<file path="config.mk">
export PLATFORM = sky130hd
export DESIGN_NAME = iox_port
export DESIGN_NICKNAME = d
export VERILOG_FILES = /design/src/common/iox_pkg.sv /design/src/common/iox_i2c_if.sv /design/src/hdl/iox_i2c_engine.sv /design/src/hdl/iox_port.sv
export VERILOG_INCLUDE_DIRS = /design/src /design/src/common
export SDC_FILE = /design/constraint.sdc
export NUM_CORES = 1
export LEC_CHECK = 0
export BUFFER_PORTS_ARGS = -buffer_cell sky130_fd_sc_hd__buf_4
export CORE_UTILIZATION = 30
export DETAILED_ROUTE_END_ITERATION = 10
export SKIP_CTS_REPAIR_TIMING = 1
export SYNTH_ARGS = -nofsm -noshare
export SYNTH_HDL_FRONTEND = slang
export SYNTH_SLANG_ARGS = --single-unit
</file>
<file path="constraint.sdc">
create_clock -name core_clk -period 2.3 [get_ports core_clk]
set_input_delay 0.115 -clock core_clk [delete_from_list [all_inputs] [get_ports core_clk]]
set_output_delay 0.115 -clock core_clk [all_outputs]
set_load 0.1 [all_outputs]
</file>
<file path="src/common/iox_consts.svh">
`ifndef IOX_CONSTS_SVH
`define IOX_CONSTS_SVH

// Port geometry
`define IOX_WIDTH_WORD   16'h0010
`define IOX_MASK_WORD    16'hFFFF

// Reset values: every pin an input, latches cleared
`define IOX_DIR_RST      16'hFFFF
`define IOX_LAT_RST      16'h0000

// Expander address, 8-bit form; bit 0 becomes R/W
`define IOX_DEF_ADDR     8'h48

// Expander register pointers, low then high
`define IOX_REG_DIR      8'h00
`define IOX_REG_PIN      8'h02
`define IOX_REG_LAT      8'h04

// Quarter bit time in core cycles
`define IOX_QUARTER_CYC  250

// Script steps
`define IOX_STEP_LO_RD   4'hB
`define IOX_STEP_HI_RD   4'hC

`endif

</file>
<file path="src/common/iox_pkg.sv">
package iox_pkg;

    // Host property operations
    typedef enum logic [3:0] {
        IOX_OP_WIDTH      = 4'h0,
        IOX_OP_MASK       = 4'h1,
        IOX_OP_SINGLE_PIN = 4'h2,
        IOX_OP_LATCH      = 4'h3,
        IOX_OP_LATCH_BIT  = 4'h4,
        IOX_OP_PINS       = 4'h5,
        IOX_OP_PINS_BIT   = 4'h6,
        IOX_OP_DATA       = 4'h7,
        IOX_OP_DATA_BIT   = 4'h8,
        IOX_OP_DIR        = 4'h9,
        IOX_OP_DIR_BIT    = 4'hA,
        IOX_OP_LANE       = 4'hB
    } iox_op_e;

    // Byte-level two-wire commands
    typedef enum logic [1:0] {
        IOX_I2C_START = 2'h0,
        IOX_I2C_STOP  = 2'h1,
        IOX_I2C_WRITE = 2'h2,
        IOX_I2C_READ  = 2'h3
    } iox_i2c_cmd_e;

    // Sequencer states
    typedef enum logic [1:0] {
        IOX_ST_IDLE = 2'h0,
        IOX_ST_RUN  = 2'h1,
        IOX_ST_WAIT = 2'h2,
        IOX_ST_RESP = 2'h3
    } iox_state_e;

    // One script step
    typedef struct packed {
        iox_i2c_cmd_e cmd;
        logic [7:0]   data;
        logic         last;
    } iox_step_s;

endpackage

</file>
<file path="src/common/iox_i2c_if.sv">
`timescale 1ns/100ps
interface iox_i2c_if;
    import iox_pkg::*;

    logic         cmd_valid;    // Sequencer offers a command
    iox_i2c_cmd_e cmd;          // Command kind
    logic [7:0]   tx_byte;      // Byte to send
    logic         rx_nack;      // Answer with nack after a read byte
    logic         cmd_ready;    // Engine idle
    logic         done;         // Command finished, one cycle
    logic [7:0]   rx_byte;      // Byte received
    logic         ack_missing;  // Target did not acknowledge

    modport ctrl (output cmd_valid, cmd, tx_byte, rx_nack,
                  input  cmd_ready, done, rx_byte, ack_missing);
    modport engine (input  cmd_valid, cmd, tx_byte, rx_nack,
                    output cmd_ready, done, rx_byte, ack_missing);
endinterface

</file>
<file path="src/hdl/iox_i2c_engine.sv">
`timescale 1ns/100ps
`include "iox_consts.svh"
module iox_i2c_engine #(
    parameter int QUARTER_CYC = `IOX_QUARTER_CYC
) (
    input  wire logic  core_clk,  // Core clock
    input  wire logic  reset,     // Synchronous reset
    iox_i2c_if.engine  bus,       // Command side
    output logic       scl_out,   // Clock line level when driven
    output logic       scl_oe,    // Clock line pulled low
    input  wire logic  sda_in,    // Data line as seen on the pin
    output logic       sda_out,   // Data line level when driven
    output logic       sda_oe     // Data line pulled low
);
    import iox_pkg::*;

    localparam logic [15:0] TQ = 16'(QUARTER_CYC - 1);

    logic         sda_meta;
    logic         sda_sync;
    logic         active;
    iox_i2c_cmd_e cmd_q;
    logic [1:0]   phase;
    logic [3:0]   bitn;
    logic [15:0]  timer;
    logic [8:0]   shift;
    logic [8:0]   rx;
    logic         tick;
    logic         is_bit;

    // Line levels per phase; 1 means released
    function automatic logic [1:0] line_lvl(input iox_i2c_cmd_e c, input logic [1:0] p, input logic b);
        logic [1:0] l;
        l = 2'b11;
        unique case (c)
            IOX_I2C_START: l = {(p == 2'd1) || (p == 2'd2), p < 2'd2};
            IOX_I2C_STOP:  l = {p != 2'd0, p >= 2'd2};
            IOX_I2C_WRITE,
            IOX_I2C_READ:  l = {(p == 2'd1) || (p == 2'd2), b};
        endcase
        return l;
    endfunction

    assign tick          = active && (timer == TQ);
    assign is_bit        = (cmd_q == IOX_I2C_WRITE) || (cmd_q == IOX_I2C_READ);
    assign bus.cmd_ready = !active;
    // Open drain: only ever pull low
    assign scl_out       = 1'b0;
    assign sda_out       = 1'b0;

    // Pin synchroniser
    always_ff @(posedge core_clk) begin
        sda_meta <= sda_in;
        sda_sync <= sda_meta;
    end

    // Quarter bit timer
    always_ff @(posedge core_clk) begin
        if (reset || !active || tick) begin
            timer <= 16'h0000;
        end else begin
            timer <= timer + 16'h0001;
        end
    end

    // Command and bit sequencing
    always_ff @(posedge core_clk) begin
        if (reset) begin
            active          <= 1'b0;
            cmd_q           <= IOX_I2C_START;
            phase           <= 2'd0;
            bitn            <= 4'h0;
            shift           <= 9'h1FF;
            rx              <= 9'h000;
            bus.done        <= 1'b0;
            bus.rx_byte     <= 8'h00;
            bus.ack_missing <= 1'b0;
        end else begin
            bus.done <= 1'b0;
            if (!active) begin
                if (bus.cmd_valid) begin
                    active <= 1'b1;
                    cmd_q  <= bus.cmd;
                    phase  <= 2'd0;
                    bitn   <= 4'h0;
                    // Read bytes release the line, ninth bit carries our answer
                    shift  <= (bus.cmd == IOX_I2C_READ) ? {8'hFF, bus.rx_nack} : {bus.tx_byte, 1'b1};
                end
            end else if (tick) begin
                if (phase == 2'd2) begin
                    rx <= {rx[7:0], sda_sync};
                end
                phase <= phase + 2'd1;
                if (phase == 2'd3) begin
                    if (is_bit && bitn != 4'h8) begin
                        bitn  <= bitn + 4'h1;
                        shift <= {shift[7:0], 1'b1};
                    end else begin
                        active          <= 1'b0;
                        bus.done        <= 1'b1;
                        bus.rx_byte     <= rx[8:1];
                        bus.ack_missing <= rx[0];
                    end
                end
            end
        end
    end

    // Line drivers; hold between commands so clock stays low mid-frame
    always_ff @(posedge core_clk) begin
        if (reset) begin
            scl_oe <= 1'b0;
            sda_oe <= 1'b0;
        end else if (active) begin
            {scl_oe, sda_oe} <= ~line_lvl(cmd_q, phase, shift[8]);
        end
    end
endmodule

</file>
<file path="src/hdl/iox_port.sv">
`timescale 1ns/100ps
`include "iox_consts.svh"
// Notes on behaviour
// RL1: Expander reached at configurable address, default 0x48
// RL2: Low byte port one, high byte port two
// RL3: Width property reads sixteen
// RL4: Mask property reads FFFF
// RL5: Single pin write: that pin output, latch loaded
// RL6: Single pin read: that pin input, level returned
// RL7: Whole latch write: all outputs, latches loaded
// RL8: Whole latch read returns latches, direction kept
// RL9: Indexed latch write: pin output, bit loaded
// RL10: Indexed latch read returns bit, direction kept
// RL11: Whole pin read: all inputs, levels returned
// RL12: Indexed pin read: that pin input, level
// RL13: Whole combined access: latch write, pin read
// RL14: Indexed combined access: latch write, pin read
// RL15: Whole direction read: one means input
// RL16: Indexed direction read: one means input
// RL17: Lane zero pins 0-7, lane one 8-15
// RL18: Lane write: lane outputs, other lane untouched
// RL19: Bit k of whole values is pin k
module iox_port #(
    parameter logic [7:0] TARGET_ADDR = `IOX_DEF_ADDR,     // Default expander address
    parameter int         QUARTER_CYC = `IOX_QUARTER_CYC   // Quarter bit time in cycles
) (
    input  wire logic           core_clk,      // Core clock
    input  wire logic           reset,         // Synchronous reset
    input  wire logic           addr_opt_en,   // Use addr_opt instead of default
    input  wire logic [7:0]     addr_opt,      // Address option
    input  wire logic           req_valid,     // Property access offered
    output logic                req_ready,     // Access taken this cycle
    input  wire logic           req_write,     // 1 write, 0 read
    input  iox_pkg::iox_op_e    req_op,        // Which property
    input  wire logic [3:0]     req_index,     // Pin or lane index
    input  wire logic [15:0]    req_wdata,     // Write value
    output logic                resp_valid,    // Answer, one cycle
    output logic [15:0]         resp_data,     // Read value
    output logic                resp_error,    // Refused write or no ack
    output logic                busy,          // Expander transfer running
    output logic [15:0]         pin_dir,       // Direction, 1 is input
    output logic [15:0]         pin_latch,     // Output latches
    output logic [15:0]         pin_levels,    // Last sampled levels
    output logic                scl_out,       // Clock line drive level
    output logic                scl_oe,        // Clock line pulled low
    input  wire logic           sda_in,        // Data line pin
    output logic                sda_out,       // Data line drive level
    output logic                sda_oe         // Data line pulled low
);
    import iox_pkg::*;

    iox_i2c_if i2c();

    iox_state_e  state;
    logic        take;
    logic        is_pin_rd;
    logic        is_out_wr;
    logic        is_whole;
    logic [15:0] sel;
    logic [15:0] lane_sel;
    logic [15:0] lane_word;
    logic [15:0] local_rd;
    logic [15:0] dir;
    logic [15:0] lat;
    logic [15:0] pins;
    logic        job_rd;
    logic        job_whole;
    logic [3:0]  job_idx;
    logic [7:0]  job_addr;
    logic        job_err;
    logic [3:0]  step_idx;
    iox_step_s   cur;

    // Two-wire script: latches before direction, so a pin never drives a stale level
    function automatic iox_step_s step_of(input logic rd, input logic [3:0] n, input logic [7:0] a,
                                          input logic [15:0] d, input logic [15:0] l);
        iox_step_s s;
        s = '{cmd: IOX_I2C_WRITE, data: 8'h00, last: 1'b0};
        if (!rd) begin
            case (n)
                4'h0, 4'h6: s.cmd = IOX_I2C_START;
                4'h1, 4'h7: s.data = {a[7:1], 1'b0};  // RL1
                4'h2:       s.data = `IOX_REG_LAT;
                4'h3:       s.data = l[7:0];           // RL2
                4'h4:       s.data = l[15:8];          // RL2
                4'h5:       s.cmd = IOX_I2C_STOP;
                4'h8:       s.data = `IOX_REG_DIR;
                4'h9:       s.data = d[7:0];
                4'hA:       s.data = d[15:8];
                default: begin
                    s.cmd  = IOX_I2C_STOP;
                    s.last = 1'b1;
                end
            endcase
        end else begin
            // Direction goes out first, then the pins are sampled
            case (n)
                4'h0, 4'h6, 4'h9: s.cmd = IOX_I2C_START;
                4'h1, 4'h7:       s.data = {a[7:1], 1'b0};
                4'h2:             s.data = `IOX_REG_DIR;
                4'h3:             s.data = d[7:0];
                4'h4:             s.data = d[15:8];
                4'h5:             s.cmd = IOX_I2C_STOP;
                4'h8:             s.data = `IOX_REG_PIN;
                4'hA:             s.data = {a[7:1], 1'b1};  // RL1
                `IOX_STEP_LO_RD:  s.cmd = IOX_I2C_READ;
                `IOX_STEP_HI_RD: begin
                    s.cmd  = IOX_I2C_READ;
                    s.data = 8'h01;  // Nack ends the read
                end
                default: begin
                    s.cmd  = IOX_I2C_STOP;
                    s.last = 1'b1;
                end
            endcase
        end
        return s;
    endfunction

    // Classify the offered access
    always_comb begin
        is_pin_rd = !req_write && (req_op inside {IOX_OP_PINS, IOX_OP_PINS_BIT, IOX_OP_DATA,
                                                  IOX_OP_DATA_BIT, IOX_OP_SINGLE_PIN});
        is_out_wr = req_write && (req_op inside {IOX_OP_LATCH, IOX_OP_LATCH_BIT, IOX_OP_DATA,
                                                 IOX_OP_DATA_BIT, IOX_OP_SINGLE_PIN, IOX_OP_LANE});
        is_whole  = req_op inside {IOX_OP_LATCH, IOX_OP_PINS, IOX_OP_DATA, IOX_OP_DIR};
    end

    // Selects for pin and lane
    assign sel       = 16'h0001 << req_index;
    assign lane_sel  = req_index[0] ? 16'hFF00 : 16'h00FF;        // RL17
    assign lane_word = {req_wdata[7:0], req_wdata[7:0]} & lane_sel;

    // Answers that need no expander transfer
    always_comb begin
        case (req_op)
            IOX_OP_WIDTH:     local_rd = `IOX_WIDTH_WORD;          // RL3
            IOX_OP_MASK:      local_rd = `IOX_MASK_WORD;           // RL4
            IOX_OP_LATCH:     local_rd = lat;                      // RL8
            IOX_OP_LATCH_BIT: local_rd = {15'h0000, lat[req_index]};  // RL10
            IOX_OP_DIR:       local_rd = dir;                      // RL15
            IOX_OP_DIR_BIT:   local_rd = {15'h0000, dir[req_index]};  // RL16
            IOX_OP_LANE:      local_rd = req_index[0] ? {8'h00, lat[15:8]} : {8'h00, lat[7:0]};
            default:          local_rd = 16'h0000;
        endcase
    end

    // Only one access in flight; local reads answer in one cycle
    assign req_ready = (state == IOX_ST_IDLE);
    assign take      = req_valid && req_ready;
    assign busy      = (state != IOX_ST_IDLE);
    assign pin_dir   = dir;
    assign pin_latch = lat;

    // Direction shadow, 1 is input
    always_ff @(posedge core_clk) begin
        if (reset) begin
            dir <= `IOX_DIR_RST;
        end else if (take && is_out_wr) begin
            if (req_op == IOX_OP_LANE) begin
                dir <= dir & ~lane_sel;  // RL18
            end else if (is_whole) begin
                dir <= 16'h0000;         // RL7 RL13
            end else begin
                dir <= dir & ~sel;       // RL5 RL9 RL14
            end
        end else if (take && is_pin_rd) begin
            if (is_whole) begin
                dir <= 16'hFFFF;         // RL11 RL13
            end else begin
                dir <= dir | sel;        // RL6 RL12 RL14
            end
        end
    end

    // Output latches
    always_ff @(posedge core_clk) begin
        if (reset) begin
            lat <= `IOX_LAT_RST;
        end else if (take && is_out_wr) begin
            if (req_op == IOX_OP_LANE) begin
                lat <= (lat & ~lane_sel) | lane_word;              // RL17 RL18
            end else if (is_whole) begin
                lat <= req_wdata;                                  // RL7 RL19
            end else begin
                lat <= (lat & ~sel) | (req_wdata[0] ? sel : 16'h0000);  // RL5 RL9
            end
        end
    end

    // Job context held for the whole transfer
    always_ff @(posedge core_clk) begin
        if (reset) begin
            job_rd    <= 1'b0;
            job_whole <= 1'b0;
            job_idx   <= 4'h0;
            job_addr  <= TARGET_ADDR;
        end else if (take) begin
            job_rd    <= is_pin_rd;
            job_whole <= is_whole;
            job_idx   <= req_index;
            job_addr  <= addr_opt_en ? addr_opt : TARGET_ADDR;  // RL1
        end
    end

    // Script step and command offer
    assign cur           = step_of(job_rd, step_idx, job_addr, dir, lat);
    assign i2c.cmd_valid = (state == IOX_ST_RUN);
    assign i2c.cmd       = cur.cmd;
    assign i2c.tx_byte   = cur.data;
    assign i2c.rx_nack   = cur.data[0];

    // Sequencer
    always_ff @(posedge core_clk) begin
        if (reset) begin
            state <= IOX_ST_IDLE;
        end else begin
            unique case (state)
                IOX_ST_IDLE: begin
                    if (take && (is_pin_rd || is_out_wr)) begin
                        state <= IOX_ST_RUN;
                    end
                end
                IOX_ST_RUN: begin
                    if (i2c.cmd_ready) begin
                        state <= IOX_ST_WAIT;
                    end
                end
                IOX_ST_WAIT: begin
                    if (i2c.done) begin
                        state <= cur.last ? IOX_ST_RESP : IOX_ST_RUN;
                    end
                end
                IOX_ST_RESP: state <= IOX_ST_IDLE;
            endcase
        end
    end

    // Step counter
    always_ff @(posedge core_clk) begin
        if (reset || take) begin
            step_idx <= 4'h0;
        end else if (state == IOX_ST_WAIT && i2c.done && !cur.last) begin
            step_idx <= step_idx + 4'h1;
        end
    end

    // Sampled pin levels, low byte first
    always_ff @(posedge core_clk) begin
        if (reset) begin
            pins <= 16'h0000;
        end else if (state == IOX_ST_WAIT && i2c.done && cur.cmd == IOX_I2C_READ) begin
            if (step_idx == `IOX_STEP_LO_RD) begin
                pins[7:0] <= i2c.rx_byte;   // RL2
            end else begin
                pins[15:8] <= i2c.rx_byte;  // RL2
            end
        end
    end
    assign pin_levels = pins;

    // Missing acknowledge on any sent byte spoils the job
    always_ff @(posedge core_clk) begin
        if (reset || take) begin
            job_err <= 1'b0;
        end else if (state == IOX_ST_WAIT && i2c.done && cur.cmd == IOX_I2C_WRITE && i2c.ack_missing) begin
            job_err <= 1'b1;
        end
    end

    // Answer to the host
    always_ff @(posedge core_clk) begin
        if (reset) begin
            resp_valid <= 1'b0;
            resp_data  <= 16'h0000;
            resp_error <= 1'b0;
        end else begin
            resp_valid <= 1'b0;
            if (take && !is_pin_rd && !is_out_wr) begin
                // Writes to read-only properties change nothing
                resp_valid <= 1'b1;
                resp_data  <= req_write ? 16'h0000 : local_rd;
                resp_error <= req_write;
            end else if (state == IOX_ST_RESP) begin
                resp_valid <= 1'b1;
                resp_error <= job_err;
                if (!job_rd) begin
                    resp_data <= 16'h0000;
                end else if (job_whole) begin
                    resp_data <= pins;                     // RL11 RL19
                end else begin
                    resp_data <= {15'h0000, pins[job_idx]};  // RL6 RL12
                end
            end
        end
    end

    // Two-wire engine
    iox_i2c_engine #(
        .QUARTER_CYC (QUARTER_CYC)
    ) u_engine (
        .core_clk (core_clk),
        .reset    (reset),
        .bus      (i2c.engine),
        .scl_out  (scl_out),
        .scl_oe   (scl_oe),
        .sda_in   (sda_in),
        .sda_out  (sda_out),
        .sda_oe   (sda_oe)
    );
endmodule

</file>
; ---- Word-level counts from Yosys, hierarchy flattened
; Cells that the tools add are included.
[totals]
ff_bits = 144
latchBits = 0
ramBits = 0
romBits = 0
in_bits = 38
word_cells = 213
memories = 0
[classes]
add_sub_neg = 4
n_mul = 0
div = 0
magnitude_cmp = 4
n_eq_ne = 42
shifts = 1
n_mux = 62
bitwise_logic = 16
reduce_logical = 56
[ops]
columns = operator, n
row1 = $mux W16, 14
row2 = $pmux W16 S7, 1
row3 = $pmux W8 S6, 2
row4 = $and A16 B16 Y16, 5
row5 = $mux W9, 6
row6 = $or A16 B16 Y16, 3
row7 = $eq A4 B4 Y1 const B, 9
row8 = $eq A4 B3 Y1 const B, 8
row9 = $not A16 Y16, 2
row10 = $mux W4, 5
row11 = $mux W2, 9
row12 = $add A16 B1 Y16 const B, 1
row13 = $eq A16 B8 Y1 const B, 1
row14 = $eq A2 B2 Y1 const B, 8
row15 = $eq A4 B2 Y1 const B, 4
row16 = $mux W8, 2
row17 = $shl A1 B4 Y16 const A, 1
row18 = $logic_and A1 B1 Y1, 15
row19 = $mux W1, 15
row20 = $reduce_or A13 Y1, 1
row21 = $bmux W1 S4, 3
row22 = $pmux W2 S3, 2
row23 = $mux W11, 1
row24 = $reduce_or A11 Y1, 1
row25 = other kinds (30), 66

; ---- Logic depth before layout (Yosys ltp)
[logic_depth]
word_depth = 8
depth_mapped = 10
ltp_nobuf = 8

; ---- By module
; From an unflattened synthesis, not the netlist that was laid out.
[unflattened]
hier_cells = 976
hier_area_um2 = 8325.5
[by_module_without_submodules]
columns = module, instances, cells_each, area_each_um2
row1 = iox_port, 1, 677, 5741.8
row2 = iox_i2c_engine, 1, 299, 2583.7

; ---- Worst setup path before layout
; Ideal clock, no wire load.
[synth_path]
path_type = register -> register
from = register state[1]
to = register dir[11] (netlist: pin_dir[11])
setup_ns = 0.120
t_arrival_ns = 2.732
t_required_ns = 2.180
setup_slack_ns = -0.551
stages_incl_launch_ff = 9
period_less_slack_ns = 2.851
path_cell_list = dfxtp_1 -> buf_6 -> or2_2 -> inv_1 -> and2_1 -> buf_2 -> nand4_1 -> a21o_1 -> a211o_1
[synth_via]
elab_chain_cells = 4
[synth_rtl]
columns = item, line_no
row1 = from (decl), iox_port.sv:54  ; iox_state_e state;
row2 = from (signal assigned), iox_port.sv:231  ; state <= cur.last ? IOX_ST_RESP : IOX_ST_RUN;
row3 = $logic_not A2 Y1 *, iox_port.sv:149  ; assign req_ready = (state == IOX_ST_IDLE);
row4 = named net req_ready, iox_port.sv:32  ; output logic req_ready,
row5 = $logic_and A1 B1 Y1 *, iox_port.sv:150  ; assign take = req_valid && req_ready;
row6 = "$logic_and A1 B1 Y1, on equally long branches", "iox_port.sv:159, iox_port.sv:167"
row7 = $mux W16 / $reduce_bool A2 Y1 (equally long branches), -
row8 = to (signal assigned), iox_port.sv:158  ; dir <= `IOX_DIR_RST;
row9 = to (signal assigned), iox_port.sv:161  ; dir <= dir & ~lane_sel;
row10 = to (signal assigned), iox_port.sv:165  ; dir <= dir & ~sel;
row11 = to (decl), iox_port.sv:63  ; logic [15:0] dir;
; Mark *: on every way through the listed nets, which the timed path passes. The rest lies on a longest branch.
; A chain may end at the register's enable or synchronous reset.

; ---- Worst setup path after layout
[layout_path]
from = register state[0]
to = register resp_data[14]
[layout_via]
elab_chain_cells = 5
[layout_rtl]
columns = item, line_no
row1 = $logic_not A2 Y1, iox_port.sv:149
row2 = $logic_and A1 B1 Y1, iox_port.sv:150
row3 = $logic_and A1 B1 Y1 (2 in series), iox_port.sv:279  ; if (take && !is_pin_rd && !is_out_wr) begin
row4 = $mux W16 / $reduce_bool A2 Y1 (equally long branches), -
row5 = to (signal assigned), iox_port.sv:282  ; resp_data <= req_write ? 16'h0000 : local_rd;
row6 = to (signal assigned), iox_port.sv:290  ; resp_data <= pins;
row7 = to (signal assigned), iox_port.sv:292  ; resp_data <= {15'h0000, pins[job_idx]};
row8 = to (decl), iox_port.sv:38  ; output logic [15:0] resp_data,
; Several ways; a longest one is shown, not always the timed one.

==> summary.txt <==
Finish
  – Fin util: 0.392
  – # diodes: 0
  – Fillers: 2630
  – Post-route non-filler standard cell count: 1416
  – Fin nets: about 1.1k
  – Area Growth Syn to Fin: 27.2%
  – Cell area after layout: roughly 10000 sq um
  – Fraction of layout cells with a size suffix above 1: 0.225

Worst setup path
  – R2R depth: 6
  – Setup crit end: resp_data[14]$_SDFFE_PP0P_
  – Crit path launch type: register
  – CP Data Required Time: 2.65 ns
  – WS Path Type: register to register
  – CP Capture Type: register
  – R2r endpoint: resp_data[14]$_SDFFE_PP0P_
  – RR Startpoint: state[0]$_SDFFE_PP0P_
  – Max FO, Critical Path: 7
  – FF-to-FF setup slack: 0.09 ns
  – Critical path arrival: ~2.6 ns
  – Worst Setup SP: state[0]$_SDFFE_PP0P_

Timing
  – Final setup fails: 0
  – Max Slew Vio Count: 0
  – Layout Skew: 0.0190 ns
  – Fin. Hold Viols: 0
  – Min Clock Period, post-route: 2.21 ns
  – Worst-margin pin slew: 0.716 ns
  – Fmax: 453 MHz
  – RSZ-0062 raised after global routing: false
  – Tcrit/Tclk final: 0.961
  – Slew HR: 0.520
  – Sum of negative setup slack: 0 ns

Pwr
  – PwrDens: 645 nW/um^2
  – VDD IR-drop max: 0.432 mV
  – P_leak: about 3.9 nW
  – Total Power: 6.42 mW

Synth
  – Post-Syn Instances: ~940
  – EDFF count, synth: 0
  – Mean Syn Cell Area: ~8.3 sq um
  – Dominant synthesized flop cell: dfxtp_1
  – Async set-reset flop share out of synthesis: 0
  – Distinct cells, synth: 77
  – Synth Register Bits: 143
  – Ys Warns: 0
  – Syn Std Cell Area: 7830 sq um
  – Sequential element share of the synthesized area: 0.366

Global routing
  – Vias in the first global route: a little over 7k
  – Initial antenna violation count: 0
  – Total global routing overflow: 0
  – Total track usage: 0.201
  – Largest net degree at the start of global routing: 69
  – First-pass GRT wire length: 41100 microns

Drt
  – Final WL: 27000 microns
  – ANT nets after route: 0
  – DR WL/cell: between 15 and 20 microns
  – Via count: 7851
  – DRC viols: 0
  – First-pass DRT Iterations: 6
  – Number of vias per cell: roughly 5.5
  – Iter 0 DRT Violations: 708

CTS
  – Worst-case clock buffer depth: 2
  – CTS Root Cell: clkbuf_16
  – Worst-path clk slew: 0.06 ns
  – TritonCTS clock tree: done
  – Clock sinks: 143
  – H-tree levels: 4
  – Clk_lat worst skew: ~0.43 ns
  – CTS Buf Count: 17

Floorplanning
  – Top-Level Pins: 110
  – Die area: 26700 sq um
  – Rows: 58
  – Die width: roughly 160 microns
  – Die Ht: 164 microns
  – Core area: about 25000 sq um
  – Starting Density: 0.308

Outcome
  – Status: finished clean

Min path
  – Hold Crit Class: input port to register
  – Worst Hold Depth: 3

Place
  – Port Buf Inserts: 106
  – GP Congestion: a little over 0.9
  – Placed cells: 1376
  – DPL Wire Length: 19100 microns
  – Placed Instance Area: 9270 sq um

Job
  – Max Cap Viol: 0
==> cell families after synthesis <==
family          after synthesis  synth area share
fa+ha+maj                    11            0.0176
xor+xnor                     17            0.0190
other cells                   1          0.000479
simple gates                325             0.202
compound gates              285             0.249
flops                       143             0.366
buf+inv                     104            0.0587
mux                          56            0.0882
==> where the power goes <==
part / leakage (nW) / internal [mW] / switching (mW) / total [mW]
sequential: 1.16 / 2.55 / 0.0620 / 2.61
combinational: 2.44 / 0.309 / 0.766 / 1.07
clock: 0.275 / 1.58 / 1.15 / 2.73
total: 3.88 / 4.44 / 1.98 / 6.42
==> critical path: stages, from the launching register on <==
cell	delay (ns)
dfxtp_2	0.35
or3b_1	0.48
nor2_1	0.28
nand2_1	0.25
a221oi_1	0.49
a211oi_1	0.10
nor3_1	0.18
==> layout by cell type, fill, tap and decap left out, drive strengths merged, types with 25 or more instances in the layout <==
cell and n:
a211oi 25, a21oi 90, nand2 70, nor2 107, inv 30, nor3 31
o21ai 36, nand3 47, buf 176, dfxtp 143, mux2i 42
==> worst min path at each step <==
stage	start	endpoint	slack (ns)
6_report	addr_opt_en	job_addr[1]$_SDFFE_PP0P_	0.009
5_1_grt	addr_opt_en	job_addr[7]$_SDFFE_PP0P_	0.008
4_1_cts	sda_in	u_engine.sda_meta$_DFF_P_	-0.22
3_5_place_dp	sda_in	u_engine.sda_meta$_DFF_P_	0.22
3_3_place_gp	sda_in	u_engine.sda_meta$_DFF_P_	0.22
2_1_floorplan	sda_in	u_engine.sda_meta$_DFF_P_	0.14
==> cell usage after synthesis (all sizes together), types with 8 or more instances <==
cell / number / share of area
inv: 29 / 0.014
o2bb2ai: 8 / 0.0090
a21o: 18 / 0.017
clkbuf: 43 / 0.021
a211oi: 25 / 0.025
nor2b: 11 / 0.0088
dfxtp: 143 / 0.37
nor2: 107 / 0.051
mux2i: 42 / 0.054
nor3: 31 / 0.023
nand2: 70 / 0.034
a22oi: 16 / 0.015
xnor2: 8 / 0.0090
o22ai: 17 / 0.014
nand3b: 12 / 0.013
nand3: 47 / 0.030
a221oi: 18 / 0.020
buf: 30 / 0.023
xor2: 9 / 0.010
a21oi: 90 / 0.058
ha: 11 / 0.018
o21ai: 36 / 0.023
a211o: 16 / 0.018
mux4: 10 / 0.029
==> metal layers <==
| metal | up-vias | GRT usage | routed length (microns) |
|---|---|---|---|
| li1 | 3718 | - | - |
| met5 | - | 0 | 0 |
| met1 | 3762 | 0.280 | 12500 |
| met3 | 51 | 0.0546 | 2200 |
| met2 | 320 | 0.295 | 11600 |
| met4 | 0 | 0.0694 | 730 |
==> metrics by stage <==
| step | hold slack [ns] | setup slack, ns |
|---|---|---|
| after global routing | 0.00769 | 0.0258 |
| after detailed placement | 0.224 | 0.0825 |
| after CTS | -0.222 | 0.0735 |
| final | 0.00859 | 0.0904 |
| after floorplan | 0.143 | -0.0832 |
| after global placement | 0.223 | 0.102 |
==> area by class of cell <==
class                      count  area [sq um]  area share
multi-input combinational    696          4530       0.455
sequential                   143          2870       0.288
timing repair buffer         185          1450       0.146
clock buffer                  20           467      0.0469
tap                          330           413      0.0415
inverter                      31           120      0.0121
clock inverter                11           106      0.0107
Note: power is estimated with default switching activity, not from simulation.
